### config.mk
export PLATFORM = sky130hd
export DESIGN_NAME = dph_top
export DESIGN_NICKNAME = d
export VERILOG_FILES = /design/src/common/dph_pkg.sv /design/src/design/dph_top.sv /design/src/design/dph_mem.sv /design/src/design/dph_fifo.sv
export SDC_FILE = /design/constraint.sdc
export NUM_CORES = 1
export LEC_CHECK = 0
export ABC_CLOCK_PERIOD_IN_PS = 4000
export BUFFER_PORTS_ARGS = -buffer_cell sky130_fd_sc_hd__buf_2
export CORE_ASPECT_RATIO = 1.25
export CORE_MARGIN = 2
export CORE_UTILIZATION = 40
export CTS_CLUSTER_SIZE = 24
export DETAILED_ROUTE_END_ITERATION = 16
export PLACE_DENSITY = 0.68
export REMOVE_ABC_BUFFERS = 1
export SLEW_MARGIN = 20
export SYNTH_ARGS = -nofsm -noshare
export SYNTH_HDL_FRONTEND = slang
export SYNTH_SLANG_ARGS = --single-unit
### constraint.sdc
create_clock -name clk_in -period 4 [get_ports clk_in]
set_input_delay 0.4 -clock clk_in [delete_from_list [all_inputs] [get_ports clk_in]]
set_output_delay 0.4 -clock clk_in [all_outputs]
set_load 0.03 [all_outputs]
### src/common/dph_pkg.sv
// Package with register map, field layout and types for the DMA port handshake block
// ==========================================================================
// Operation
// - Timing field codes 0 to 4 pick programmed-I/O timing modes 0 to 4; codes 5 to 7 are reserved.
// - In slave role a set counter-disable bit makes the port ignore the transfer counter; master role always counts.
// - The burst field sets burst length and request pacing and acts only in the generic slave role.
// - Burst code 0 holds the request until the last unit moves or the FIFO is full (writes) or empty (reads).
// - Burst codes 1 to 6 assert then negate the request once per 1, 2, 4, 8, 12 or 16 units.
// - The strobe-mode field changes only slave and multiword master handshakes, never ultra signalling.
// - Strobe mode 0 captures on read strobe (master) or write strobe (slave), drives on write (master) or read (slave).
// - Strobe mode 1 captures on read strobe (master) or acknowledge (slave), drives on acknowledge (master) or read (slave).
// - Strobe mode 2 uses the acknowledge for both directions in both roles, only on a 16-bit bus; mode 3 is reserved.
// - The width bit selects an 8-bit bus when 0 and a 16-bit bus when 1.
// - The request output stays undriven until software has written the configuration register once.
// - In paced burst codes the request asserts only with FIFO space (write) or FIFO data (read).
// - In paced burst codes the pacing stops as soon as the transfer FIFO becomes full (writes) or empty (reads).
// - A programmed-I/O transfer started by command is always 16 bits wide.
// - The master-select bit picks generic slave role when 0 and multiword master role when 1.
package dph_pkg;

  // ========================================================================
  // Register map
  localparam logic [7:0] DPH_ADDR_CONFIG = 8'h38;
  localparam logic [7:0] DPH_ADDR_CONTROL = 8'h3C;
  localparam logic [7:0] DPH_ADDR_STATUS = 8'h40;
  localparam logic [7:0] DPH_ADDR_COUNT = 8'h44;

  // ========================================================================
  // Configuration fields and reset values
  localparam int DPH_CFG_WIDTH_BIT = 0;
  localparam int DPH_CFG_MODE_LO = 2;
  localparam int DPH_CFG_BURST_LO = 4;
  localparam int DPH_CFG_DISCNT_BIT = 7;
  localparam int DPH_CFG_PIO_LO = 8;
  localparam int DPH_CTL_MASTER_BIT = 0;
  localparam int DPH_CTL_DIR_BIT = 1;
  localparam logic [15:0] DPH_CFG_RESET = 16'h0001;
  localparam logic [15:0] DPH_CFG_WMASK = 16'h7FFD;
  localparam logic [2:0] DPH_PIO_MAX = 3'h4;
  localparam logic [2:0] DPH_BURST_HOLD = 3'h0;
  localparam logic [2:0] DPH_BURST_RSVD = 3'h7;
  localparam logic [1:0] DPH_STB_RW = 2'h0;
  localparam logic [1:0] DPH_STB_ACK1 = 2'h1;
  localparam logic [1:0] DPH_STB_ACK2 = 2'h2;

  // ========================================================================
  // Buffer and counting sizes
  localparam int DPH_DATA_W = 16;
  localparam int DPH_FIFO_DEPTH = 4;
  localparam int DPH_CNT_W = 16;

  typedef struct packed {
    logic [7:0] addr;
    logic [15:0] wdata;
    logic wr;
    logic rd;
  } dph_bus_req_t;

  typedef struct packed {
    logic ack_in;
    logic rd_strobe_in;
    logic wr_strobe_in;
    logic [15:0] data_in;
  } dph_pins_in_t;

  typedef struct packed {
    logic dma_request;
    logic dma_request_oe;
    logic [15:0] data;
    logic data_oe;
  } dph_pins_out_t;

  // Decoded configuration
  typedef struct packed {
    logic [2:0] pio;
    logic pio_rsvd;
    logic counter_used;
    logic [2:0] burst;
    logic [1:0] strobe_mode;
    logic strobe_bad;
    logic wide;
    logic master;
  } dph_cfg_t;

  // Burst code to units per request, 0 for hold and reserved
  function automatic logic [4:0] dph_burst_units(input logic [2:0] code);
    case (code)
      3'h1: dph_burst_units = 5'h01;
      3'h2: dph_burst_units = 5'h02;
      3'h3: dph_burst_units = 5'h04;
      3'h4: dph_burst_units = 5'h08;
      3'h5: dph_burst_units = 5'h0C;
      3'h6: dph_burst_units = 5'h10;
      default: dph_burst_units = 5'h00;
    endcase
  endfunction : dph_burst_units

endpackage : dph_pkg

### src/design/dph_top.sv
// DMA port handshake and configuration block with register port and transfer FIFO
`timescale 1ns/1ps
module dph_top (
  input wire logic clk_in,
  input wire logic reset_in,
  input wire dph_pkg::dph_bus_req_t bus_in,
  output logic [15:0] rdata_out,
  input wire dph_pkg::dph_pins_in_t pins_in,
  output dph_pkg::dph_pins_out_t pins_out,
  input wire logic [15:0] fill_data_in,
  input wire logic fill_valid_in,
  output logic fill_ready_out,
  output logic [15:0] drain_data_out,
  output logic drain_valid_out,
  input wire logic drain_ready_in,
  input wire logic pio_start_in,
  output logic pio_wide_out,
  output dph_pkg::dph_cfg_t cfg_out,
  output logic [2:0] pio_timing_out
);
  import dph_pkg::*;

  // ========================================================================
  // State
  typedef enum logic [1:0] {ST_IDLE, ST_REQ, ST_GAP} dph_req_t;
  typedef struct packed {
    logic [15:0] config_reg;
    logic [1:0] control;
    logic configured;
    logic [DPH_CNT_W-1:0] count;
    logic [4:0] burst_left;
    dph_req_t req_state;
    logic [15:0] rdata;
    logic [15:0] out_data;
    logic out_oe;
    logic [15:0] cap_data;
    logic cap_valid;
    logic strobe_q;
    logic pio_wide;
  } dph_st_t;

  dph_st_t st;
  dph_st_t next_st;
  dph_cfg_t cfg;
  logic inbound;
  logic master;
  logic cap_strobe;
  logic drv_strobe;
  logic strobe_now;
  logic unit_done;
  logic fifo_in_valid;
  logic fifo_in_ready;
  logic [15:0] fifo_in_data;
  logic fifo_out_valid;
  logic fifo_out_ready;
  logic [15:0] fifo_out_data;
  logic fifo_full;
  logic fifo_empty;
  logic room_ok;
  logic [4:0] units;

  // ========================================================================
  // Configuration decode
  always_comb begin
    cfg.pio = st.config_reg[DPH_CFG_PIO_LO +: 3];
    cfg.pio_rsvd = (cfg.pio > DPH_PIO_MAX);
    cfg.master = st.control[DPH_CTL_MASTER_BIT];
    cfg.counter_used = cfg.master || !st.config_reg[DPH_CFG_DISCNT_BIT];
    cfg.burst = st.config_reg[DPH_CFG_BURST_LO +: 3];
    cfg.strobe_mode = st.config_reg[DPH_CFG_MODE_LO +: 2];
    cfg.wide = st.config_reg[DPH_CFG_WIDTH_BIT];
    cfg.strobe_bad = (cfg.strobe_mode == 2'h3) ||
                     (cfg.strobe_mode == DPH_STB_ACK2 && !cfg.wide);
  end
  assign cfg_out = cfg;
  assign pio_timing_out = cfg.pio_rsvd ? 3'h0 : cfg.pio;
  assign inbound = st.control[DPH_CTL_DIR_BIT];
  assign master = cfg.master;

  // Strobe selection per mode, role and direction; ultra signalling untouched
  always_comb begin
    case (cfg.strobe_mode)
      DPH_STB_RW: begin
        cap_strobe = master ? pins_in.rd_strobe_in : pins_in.wr_strobe_in;
        drv_strobe = master ? pins_in.wr_strobe_in : pins_in.rd_strobe_in;
      end
      DPH_STB_ACK1: begin
        cap_strobe = master ? pins_in.rd_strobe_in : pins_in.ack_in;
        drv_strobe = master ? pins_in.ack_in : pins_in.rd_strobe_in;
      end
      DPH_STB_ACK2: begin
        cap_strobe = pins_in.ack_in && cfg.wide;
        drv_strobe = pins_in.ack_in && cfg.wide;
      end
      default: begin
        cap_strobe = 1'b0;
        drv_strobe = 1'b0;
      end
    endcase
  end
  assign strobe_now = inbound ? cap_strobe : drv_strobe;
  assign unit_done = strobe_now && !st.strobe_q; // Rising edge ends one unit

  // ========================================================================
  // FIFO in the data path
  assign fifo_in_valid = inbound ? st.cap_valid : fill_valid_in;
  assign fifo_in_data = inbound ? st.cap_data : fill_data_in;
  assign fill_ready_out = !inbound && fifo_in_ready;
  assign fifo_out_ready = inbound ? drain_ready_in : (unit_done && !st.out_oe);
  assign drain_valid_out = inbound && fifo_out_valid;
  assign drain_data_out = fifo_out_data;
  assign room_ok = inbound ? !fifo_full : !fifo_empty;

  dph_fifo #(.WIDTH(DPH_DATA_W), .DEPTH(DPH_FIFO_DEPTH)) u_fifo (
    .clk_in(clk_in),
    .reset_in(reset_in),
    .flush_in(1'b0),
    .in_valid_in(fifo_in_valid),
    .in_ready_out(fifo_in_ready),
    .in_data_in(fifo_in_data),
    .out_valid_out(fifo_out_valid),
    .out_ready_in(fifo_out_ready),
    .out_data_out(fifo_out_data),
    .full_out(fifo_full),
    .empty_out(fifo_empty)
  );

  assign units = dph_burst_units(cfg.burst);

  // ========================================================================
  // Next state
  always_comb begin
    next_st = st;
    next_st.strobe_q = strobe_now;
    next_st.rdata = 16'h0000;
    next_st.pio_wide = 1'b0;
    // Register writes
    if (bus_in.wr) begin
      case (bus_in.addr)
        DPH_ADDR_CONFIG: begin
          next_st.config_reg = bus_in.wdata & DPH_CFG_WMASK;
          next_st.configured = 1'b1;
        end
        DPH_ADDR_CONTROL: next_st.control = bus_in.wdata[1:0];
        DPH_ADDR_COUNT: next_st.count = bus_in.wdata;
        default: next_st.control = st.control;
      endcase
    end
    // Register reads, data one cycle later
    if (bus_in.rd) begin
      case (bus_in.addr)
        DPH_ADDR_CONFIG: next_st.rdata = st.config_reg;
        DPH_ADDR_CONTROL: next_st.rdata = {14'h0000, st.control};
        DPH_ADDR_STATUS: next_st.rdata = {8'h00, fifo_full, fifo_empty,
                                          cfg.strobe_bad, cfg.pio_rsvd,
                                          1'b0, st.req_state == ST_REQ,
                                          st.configured, cfg.counter_used};
        DPH_ADDR_COUNT: next_st.rdata = st.count;
        default: next_st.rdata = 16'h0000;
      endcase
    end
    // Programmed-I/O command is always a 16-bit transfer
    if (pio_start_in) begin
      next_st.pio_wide = 1'b1;
    end
    // Inbound capture into FIFO
    if (st.cap_valid && fifo_in_ready) begin
      next_st.cap_valid = 1'b0;
    end
    if (inbound && unit_done) begin
      next_st.cap_data = cfg.wide ? pins_in.data_in : {8'h00, pins_in.data_in[7:0]};
      next_st.cap_valid = 1'b1;
    end
    // Outbound drive from FIFO
    if (!inbound && unit_done && fifo_out_valid) begin
      next_st.out_data = cfg.wide ? fifo_out_data : {8'h00, fifo_out_data[7:0]};
      next_st.out_oe = 1'b1;
    end else if (!strobe_now) begin
      next_st.out_oe = 1'b0;
    end
    // Transfer counter
    if (unit_done && cfg.counter_used && st.count != '0) begin
      next_st.count = st.count - 1'b1;
    end
    // Request pacing state machine
    case (st.req_state)
      ST_IDLE: begin
        if (!master && st.configured && cfg.burst != DPH_BURST_RSVD && room_ok &&
            (!cfg.counter_used || st.count != '0)) begin
          next_st.req_state = ST_REQ;
          next_st.burst_left = units;
        end
      end
      ST_REQ: begin
        if (cfg.burst == DPH_BURST_HOLD) begin
          if (!room_ok || (cfg.counter_used && st.count == '0)) begin
            next_st.req_state = ST_IDLE;
          end
        end else if (!room_ok) begin
          next_st.req_state = ST_IDLE;
        end else if (unit_done) begin
          next_st.burst_left = st.burst_left - 1'b1;
          if (st.burst_left == 5'h01) begin
            next_st.req_state = ST_GAP;
          end
        end
      end
      ST_GAP: next_st.req_state = ST_IDLE; // One gap cycle, then idle: request negated at least two cycles between bursts
      default: next_st.req_state = ST_IDLE;
    endcase
    if (master || cfg.burst == DPH_BURST_RSVD) begin
      next_st.req_state = ST_IDLE;
    end
  end

  // ========================================================================
  // State register
  always_ff @(posedge clk_in) begin
    if (reset_in) begin
      st <= '0;
      st.config_reg <= DPH_CFG_RESET;
      st.req_state <= ST_IDLE;
    end else begin
      st <= next_st;
    end
  end

  // ========================================================================
  // Outputs
  assign rdata_out = st.rdata;
  assign pio_wide_out = st.pio_wide;
  assign pins_out.dma_request = (st.req_state == ST_REQ);
  assign pins_out.dma_request_oe = st.configured;
  assign pins_out.data = st.out_data;
  assign pins_out.data_oe = st.out_oe;
endmodule : dph_top

### src/design/dph_mem.sv
// Small register-file memory with registered read data
`timescale 1ns/1ps
module dph_mem #(
  parameter int WIDTH = 16,
  parameter int DEPTH = 4,
  parameter int AW = 2
) (
  input wire logic clk_in,
  input wire logic we_in,
  input wire logic [AW-1:0] waddr_in,
  input wire logic [WIDTH-1:0] wdata_in,
  input wire logic [AW-1:0] raddr_in,
  output logic [WIDTH-1:0] rdata_out
);
  logic [WIDTH-1:0] mem [DEPTH];

  // Write port and registered read port
  always_ff @(posedge clk_in) begin
    if (we_in) begin
      mem[waddr_in] <= wdata_in;
    end
    rdata_out <= mem[raddr_in];
  end
endmodule : dph_mem

### src/design/dph_fifo.sv
// Transfer FIFO with valid and ready on both sides, show-ahead output register
`timescale 1ns/1ps
module dph_fifo #(
  parameter int WIDTH = 16,
  parameter int DEPTH = 4
) (
  input wire logic clk_in,
  input wire logic reset_in,
  input wire logic flush_in,
  input wire logic in_valid_in,
  output logic in_ready_out,
  input wire logic [WIDTH-1:0] in_data_in,
  output logic out_valid_out,
  input wire logic out_ready_in,
  output logic [WIDTH-1:0] out_data_out,
  output logic full_out,
  output logic empty_out
);
  localparam int AW = $clog2(DEPTH);
  typedef struct packed {
    logic [AW:0] wptr;
    logic [AW:0] rptr;
    logic [WIDTH-1:0] head;
    logic head_valid;
    logic q_stale;
  } dph_fifo_st_t;

  dph_fifo_st_t st;
  dph_fifo_st_t next_st;
  logic [AW:0] used;
  logic push;
  logic pop;
  logic [WIDTH-1:0] mem_q;
  logic mem_ok;

  assign used = st.wptr - st.rptr;
  // Head register counts toward the depth, so the FIFO never holds more than DEPTH words
  assign full_out = ((used + (AW+1)'(st.head_valid)) == (AW+1)'(DEPTH));
  assign empty_out = !st.head_valid;
  assign in_ready_out = !full_out;
  assign push = in_valid_in && !full_out;
  assign out_valid_out = st.head_valid;
  assign out_data_out = st.head;

  dph_mem #(.WIDTH(WIDTH), .DEPTH(DEPTH), .AW(AW)) u_mem (
    .clk_in(clk_in),
    .we_in(push),
    .waddr_in(st.wptr[AW-1:0]),
    .wdata_in(in_data_in),
    .raddr_in(next_st.rptr[AW-1:0]), // Look ahead so read data match the next pointer
    .rdata_out(mem_q)
  );

  // Pop from storage into the head register
  always_comb begin
    next_st = st;
    pop = 1'b0;
    mem_ok = (used != '0) && !st.q_stale;
    if (push) begin
      next_st.wptr = st.wptr + 1'b1;
    end
    if (st.head_valid && out_ready_in) begin
      next_st.head_valid = 1'b0;
    end
    if (!next_st.head_valid && mem_ok) begin
      pop = 1'b1;
    end
    if (pop) begin
      next_st.head = mem_q;
      next_st.head_valid = 1'b1;
      next_st.rptr = st.rptr + 1'b1;
    end
    // Slot written at the same edge it is read comes out old for one cycle
    next_st.q_stale = push && (st.wptr[AW-1:0] == next_st.rptr[AW-1:0]);
    if (flush_in) begin
      next_st = '0;
    end
  end

  // State register
  always_ff @(posedge clk_in) begin
    if (reset_in) begin
      st <= '0;
    end else begin
      st <= next_st;
    end
  end
endmodule : dph_fifo

# Word level (Yosys, flattened, before mapping)
# Memory sizes are Yosys's and may differ from the RTL's. A register that Yosys moved wholly into a read port is not among the register bits.
# Index checks and enable logic that the tools add are counted.
# word_totals
memories,1
mem_bits_rw,64
romBits,0
regBits,116
in_bits,66
latch_bits,0
# classes
muxes,39
bitwise,1
eq_ne,27
div_mod_pow,0
n_reduce_logical,56
addsub,6
mul,0
magnitude_cmp,1
shift,0
# memory_table
name,depth,word_bits,read_ports,rd_ports_with_merged_regs,write_ports,line_no,text
u_fifo.u_mem.mem,4,16,1,1,1,dph_mem.sv:15,logic [WIDTH-1:0] mem [DEPTH];
# op_table
op,n
$mux 16,6
$pmux 16 s4,1
$pmux 5 s6,1
$logic_and 1x1->1,22
$mux 19,1
$mux 1,17
$eq 8x6->1 const B,2
$eq 8x7->1 const B,2
$logic_not 16->1,1
$reduce_bool 16->1,1
$sub 16x1->16 const B,1
$eq 3x3->1 const B,5
$mux 7,2
$logic_not 1->1,12
$mux 5,2
$pmux 5 s2,1
$mux 2,4
$reduce_bool 2->1,4
$add 3x1->3 const B,2
$eq 3x2->1 const B,2
$ne 2x1->1 const B,3
$pmux 1 s3,2
$reduce_and 2->1,3
$eq 5x1->1 const B,1
other kinds (23),32

# Longest topological paths before layout
# Gate-level depths: netlist of run 1.
# logic_depth
ltp_word,14
ltp_mapped,10

# By module
# From an unflattened synthesis of run 1, not the netlist that was laid out.
# unflattened
cells_unflattened,822
hier_area_um2,8698.3
# modules_own_cells
mod,instances,area_each_um2,cells_each
dph_top,1,4692.0,576
dph_mem,1,2697.6,104
dph_fifo,1,1308.8,142

# Worst setup path before layout of run 1
# OpenSTA, ideal clock, no wires.
# synth_timing
path_kind,register -> register
startpoint,register u_fifo.st[21] in the netlist's numbering
endpoint,"memory u_fifo.u_mem.mem[3][0], enable pin"
stages_incl_launch_ff,9
period_less_slack_ns,2.838
path_slack_ns,1.162
arrival_ns,2.463
path_cell_list,dfxtp_1 inv_1 ha_1 fa_1 inv_1 ha_1 xnor2_1 a21oi_1 and2_1
# synth_via
elab_chain_len,7
# synth_lines
item,line_no,text
from (decl),dph_fifo.sv:28,dph_fifo_st_t st;
from (signal assigned),dph_fifo.sv:85,st <= next_st;
$sub 3x3->3,dph_fifo.sv:36,assign used = st.wptr - st.rptr;
$add 3x1->3,dph_fifo.sv:38,assign full_out = ((used + (AW+1)'(st.head_valid)) == (AW+1)'(DEPTH));
$eq 3x3->1,dph_fifo.sv:38,
$logic_not 1->1,dph_fifo.sv:41,assign push = in_valid_in && !full_out;
$logic_and 1x1->1,dph_fifo.sv:41,
$mux 1,dph_mem.sv:19,if (we_in) begin
$mux 1 (not written as such),dph_mem.sv:20,mem[waddr_in] <= wdata_in;
to (decl),dph_mem.sv:15,
# Parallel ways exist; a longest one is shown, timed or not.

# Final worst setup path of run 1
# layout_timing
startpoint,register u_fifo.st[21] in the netlist's numbering
endpoint,output fill_ready_out
# layout_via
elab_chain_len,5
# layout_lines
item,line_no,text
$sub 3x3->3,dph_fifo.sv:36,
$add 3x1->3,dph_fifo.sv:38,
$eq 3x3->1,dph_fifo.sv:38,
$logic_not 1->1,dph_fifo.sv:40,assign in_ready_out = !full_out;
$logic_and 1x1->1,dph_top.sv:108,assign fill_ready_out = !inbound && fifo_in_ready;
to (decl),dph_top.sv:12,"output logic fill_ready_out,"
# Every way passes these cells.

==> metrics.txt, run 1 <==
CTS tree=built; Post-synth ARST share=0%; num ports=136; synthesized flop and latch total=196; Final Max Tran Viols=0; vias in the first global route=6,434; core box area=0.0223 mm2; number of synthesized flops with an enable pin=64; filler instances=2,095; critical path class=reg2out; Final nets=1,033; Max H-tree Level=4; Die Wd=139 um; Via density=5.32; final setup fails=0; Fin Hold WS=0.177 ns; Most used DFF post-synth=dfxtp_1; initial core utilization=40.8%; cts hold-fix bufs=0; crit path launch=u_fifo.st[21]; FF+latch area=0.00457 mm2; final WL=21,200 um; initial drt markers=584; Setup WS post-layout=0.854 ns; CP arrival=2.75 ns; antenna cells=0; die area=0.0240 mm2; worst-skew pair later-pin latency=0.44 ns; Hold Crit Depth=2; Num CTS Buffers=17; max-cap violations=0; Final Core Density=45.5%; DP Wirelength=14,300 um; clk_skew=0.00969 ns; area of the multi-input gates=0.00377 mm2; Mapped Cells=899; Worst-path clk slew=0.07 ns; pwr/cell area=747 mW/mm2; Setup crit start kind=register; total grt overflow=0; Tcrit/Tclk final=78.7%; die height=173 um; Seq/Total Area, Yosys=50.2%; post-cts resize count=0; Clock Sinks=196; slew of the pin with the lowest slew margin=0.968 ns; status=complete, no violations; worst min path class=in2reg; slew margin rel.=35.5%; dpl ws=0.944 ns; P_leak=0.00382 uW; # rows=61; RSZ-0062 raised after global routing=false; worst r2r path cells=9; antenna-violating nets left=0; DRC Markers=0; WP data required=3.60 ns; global-route wire length before repair=34,200 um; initial antenna violation count=0; reg-to-reg startpoint=u_fifo.st[21]; total power=7570 uW; setup bufs post-CTS=0; pin count of the biggest net entering global routing=64; clock buffer depth=2; crit path max fanout=4; share of cells above drive strength 1=25.4%; 1st-pass router iterations=5; Area Growth Syn to Fin=11.5%; Max Clk Rate=318 MHz; wire per inst=17.0 um; Post-Syn Area=0.00909 mm2; final worst path period need=3.15 ns; CP endpoint kind=output pin; Final Hold Viols=0; via count=6,651; total number of yosys warnings=0; root buf cell=clkbuf_16; maximum VDD drop=0.402 mV; Synth cell types=73; GRT Total Usage=17.8%; GPL Wtd Cong=0.846; Avg Inst Size Synth=10.1 um2; PortBufs=135; Hold Crit Start=pio_start_in; aggregate negative setup slack=0 ns
[cells in the mapped netlist (4+ instances only)]
library cell / n / area, um2
a21oi_1: 81 / 405
a222oi_1: 6 / 60.1
a22oi_1: 9 / 67.6
a31oi_1: 14 / 87.6
and2_1: 10 / 62.6
buf_1: 9 / 33.8
buf_2: 7 / 35.0
buf_4: 60 / 450
clkbuf_1: 37 / 139
dfxtp_1: 132 / 2640
edfxtp_1: 64 / 1920
ha_1: 12 / 150
inv_1: 17 / 63.8
mux2_2: 17 / 191
mux4_2: 32 / 721
nand2_1: 181 / 679
nand2b_1: 7 / 43.8
nand3_1: 35 / 175
nor2_1: 45 / 169
nor2b_1: 6 / 37.5
nor3_1: 16 / 80.1
nor4_1: 6 / 37.5
o211ai_1: 6 / 45.0
o21ai_0: 4 / 20.0
o311ai_1: 5 / 43.8
or3_1: 9 / 56.3
xnor2_1: 4 / 35.0
xor2_1: 4 / 35.0
[placed cells by master, fill, tap and decap left out, drive strengths merged, types with 10 or more instances in the layout]
| cell | Yosys | layout |
|---|---|---|
| mux2 | 17 | 17 |
| nor3 | 17 | 17 |
| inv | 17 | 21 |
| nand3 | 35 | 35 |
| ha | 12 | 12 |
| mux4 | 32 | 32 |
| clkbuf | 37 | 18 |
| or3 | 10 | 10 |
| nand2 | 181 | 181 |
| edfxtp | 64 | 64 |
| buf | 79 | 152 |
| dfxtp | 132 | 132 |
| a21oi | 81 | 81 |
| a31oi | 14 | 14 |
| and2 | 11 | 11 |
| nor2 | 46 | 46 |
[per-stage QoR]
| stage | instances | cell area (um2) |
|---|---|---|
| after floorplan | 783 | 8400 |
| after global placement | 1218 | 9560 |
| after detailed placement | 1218 | 9560 |
| after CTS | 1250 | 10100 |
| after global routing | 1250 | 10100 |
| final | 1250 | 10100 |
[metal layers]
layer	vias up	global-route usage, %	wire length [um]
met5	-	0	0
met1	3192	22.2	8980
met3	28	3.35	1030
met2	191	30.7	10800
met4	0	6.73	433
li1	3240	-	-
[state kept, by name, summed over array words and instances, names as in the netlist]
register / count
pio_wide_out: 1
u_fifo.st: 7
cfg_out: 10
inbound: 1
st: 46
u_fifo.out_valid_out: 1
u_fifo.u_mem.mem: 64
u_fifo.out_data_out: 16
rdata_out: 16
pins_out: 18
u_fifo.u_mem.rdata_out: 16
[cell type report]
type	count	area share (%)
Multi-Input combinational cell	570	37.2
Sequential cell	196	45.0
Clock buffer	18	4.23
Tap cell	283	3.49
Inverter	17	0.629
Timing Repair Buffer	152	7.95
Clock inverter	14	1.43
[cells by family after synthesis]
logic type	count (synthesis)	synth area share, %
flip-flops	196	50.2
adder cells (fa/ha/maj)	13	1.87
XOR/XNOR	10	1.27
AO/OA/AOI/OAI	154	10.8
AND/OR/NAND/NOR	341	17.1
multiplexers	52	10.4
buffers and inverters	133	8.35
[where the power goes]
part	switching (uW)	total [uW]	internal, uW
clock network	815	1640	827
registers	303	2840	2540
logic	1890	3090	1200
total	3010	7570	4560
[worst max-delay path, cell delays in order, from the launching register on]
cell	delay, ns
dfxtp_1	0.41
inv_1	0.12
ha_1	0.21
fa_1	0.51
inv_1	0.05
ha_1	0.29
nor2_1	0.17
and2_1	0.25
nor2_1	0.10
buf_2	0.20
[worst paths after layout]
path	to	slack [ns]
worst max-delay path	fill_ready_out	0.85
worst max register to register	u_fifo.u_mem.mem[0][13]	0.97
worst min-delay path	pio_wide_out	0.18
worst min register to register	u_fifo.out_data_out[6]	0.44
Note: power is estimated with default switching activity, not from simulation.
==> inputs of run 2 (changes only) <==
ABC_CLOCK_PERIOD_IN_PS = 2800   (was 4000)
PLACE_DENSITY = 0.71   (was 0.68)
clock period = 2.8 ns   (was 4 ns; I/O delays follow)
==> run 2 against run 1 <==
  * Register-to-register slack lost 0.77 ns
  * Sequential power up 43%
  * Combinational power grew 51%
  * Die area did not move
  * Final area is 1.9% higher
  * Largest power group unchanged
  * Hold slack worse by 0.10 ns
  * Final cell count up 1.0%
  * Count of clock-buffer cells in the layout unchanged
  * Global-route usage fell by 0.15 points
  * Non-clock buffer count is 13 higher
  * Clock skew rose by 0.0076 ns
==> metrics.txt, run 2 (synthesis results as in run 1) <==
CP endpoint kind=output pin; 1st-pass router iterations=7 (+2); Final Max Tran Viols=0 (unchanged); Via density=5.39 (+1.3%); status=complete, no violations; crit path launch=u_fifo.st[21]; area of the multi-input gates=0.00380 mm2 (+0.60%); Slowest cell on crit path=fa_1; Max H-tree Level=4 (unchanged); # rows=61 (unchanged); die height=173 um (unchanged); initial antenna violation count=0 (unchanged); Final Core Density=46.3% (+0.84 points); dpl ws=0.0398 ns (-0.904 ns); worst-skew pair later-pin latency=0.44 ns (about the same); slew of the pin with the lowest slew margin=0.753 ns (-0.214 ns); Final Hold Viols=0 (unchanged); Area Growth Syn to Fin=13.6%; final worst path period need=2.68 ns; cts hold-fix bufs=0 (unchanged); final WL=21,300 um (about the same); DRC Markers=0 (unchanged); commonest non-fill, non-tap cell in the layout=nand2_1; FF+latch area=0.00457 mm2 (+0.11%); Die Wd=139 um (unchanged); global-route wire length before repair=34,000 um (-0.75%); worst min path class=in2reg; P_leak=0.00391 uW (+2.5%); PortBufs=135 (unchanged); crit path max fanout=4 (unchanged); initial core utilization=40.8% (unchanged); share of cells above drive strength 1=27.2% (+1.8 points); DP Wirelength=14,800 um (+3.4%); core box area=0.0223 mm2 (unchanged); Hold Crit Start=pins_in[4]; max FFs per register=64 (unchanged); dpl cells=1,230 (+0.99%); wire per inst=16.8 um (-0.95%); CTS tree=built; RSZ-0062 raised after global routing=false; post-route insts no fill=1,263 (+1.0%); initial drt markers=621 (+6.3%); Tcrit/Tclk final=95.7%; Slowest Stage Delay on Critical Path=0.50 ns (about the same); root buf cell=clkbuf_16; via count=6,807 (+2.3%); CP arrival=2.40 ns (-0.35 ns); die area=0.0240 mm2 (unchanged); worst r2r path cells=11 (+2); Setup WS post-layout=0.121 ns (-0.732 ns); antenna-violating nets left=0 (unchanged); critical path class=reg2out; pin count of the biggest net entering global routing=49 (-23%); Worst-path clk slew=0.08 ns (about the same); Clock Sinks=196 (unchanged); aggregate negative setup slack=0 ns (unchanged); max-cap violations=0 (unchanged); clock buffer depth=2 (unchanged); GRT Total Usage=17.7% (-0.15 points); slew margin rel.=49.5% (+14 points); cell chain of the critical path=inv_2 > ha_1 > fa_1 > inv_1 > ha_1 > xnor2_2 > and2_4 > nor2_4 > buf_6; register with the most flip-flops=u_fifo.u_mem.mem; Final nets=1,046 (+1.3%); reg-to-reg startpoint=u_fifo.st[21]; Fin Hold WS=0.0753 ns (-0.101 ns); antenna cells=0 (unchanged); clk_skew=0.0173 ns (+0.00763 ns); most frequent cells in the layout=nand2_1 (181), buf_2 (133), dfxtp_1 (129); num ports=136 (unchanged); Max Clk Rate=373 MHz; vias in the first global route=6,431 (-0.047%); Hold Crit Depth=3 (+1); WP data required=2.52 ns (-1.08 ns); filler instances=2,073 (-1.1%); Num CTS Buffers=17 (unchanged); Setup crit start kind=register; pwr/cell area=1080 mW/mm2 (+44%); final setup fails=0 (unchanged); CP most frequent cell=ha_1; total grt overflow=0 (unchanged); maximum VDD drop=0.887 mV (+120%); GPL Wtd Cong=0.837 (-1.1%)
-- run 2: cell count changes in the layout (fill, tap and decap cells not counted), sizes merged --
cell	before	now
inv	21	23
clkinv	9	4
bufinv	0	1
clkinvlp	1	3
buf	152	165
-- run 2: path summary, 6_finish.rpt --
path | end | slack, ns
max | fill_ready_out | 0.12
min | st[7] | 0.08
max reg2reg | u_fifo.st[23] | 0.20
min reg2reg | u_fifo.out_data_out[8] | 0.43
-- run 2: critical path: cells and delay by family (launching register included) --
family                     cells  cell delay, ns
xor gates and xnor gates       1            0.19
adders and majority gates      3            0.91
buffers and inverters          3            0.25
DFF                            1            0.37
and+or+nand+nor                2            0.24
-- run 2: timing repair --
action,CTS,global route
pin swaps,0,1
endpoints found under the setup margin,1,4
buffers inserted,0,1
resized for setup,8,4
-- run 2: final cells by class --
cell class              count  share of cell area, %
clock inverters            14                   1.59
repair buffers            165                   9.17
flip-flops and latches    196                   44.3
well taps                 283                   3.43
inverters                  17                  0.618
multi-input cells         570                   36.8
clock buffers              18                   4.16
-- run 2: where the power goes --
| group | internal (uW) | leakage, uW | total [uW] | switching [uW] |
|---|---|---|---|---|
| Clock | 1270 | 0.000282 | 2420 | 1150 |
| Combinational | 1900 | 0.00196 | 4660 | 2760 |
| Sequential | 3630 | 0.00166 | 4060 | 431 |
| Total | 6790 | 0.00391 | 11100 | 4350 |
-- run 2: through the flow --
step | cell area [um2] | power [uW]
final | 10300 | 11100
after global routing | 10300 | 11900
after CTS | 10300 | 11200
after detailed placement | 9690 | 8680
after global placement | 9690 | 8570
after floorplan | 8400 | 7240
-- run 2: per-layer routing --
| metal | GRT usage, % | routed length, um | vias to the layer above |
|---|---|---|---|
| li1 | - | - | 3280 |
| met1 | 22.6 | 8900 | 3278 |
| met5 | 0 | 0 | - |
| met3 | 3.24 | 1290 | 21 |
| met4 | 5.43 | 290 | 0 |
| met2 | 30.5 | 10800 | 228 |
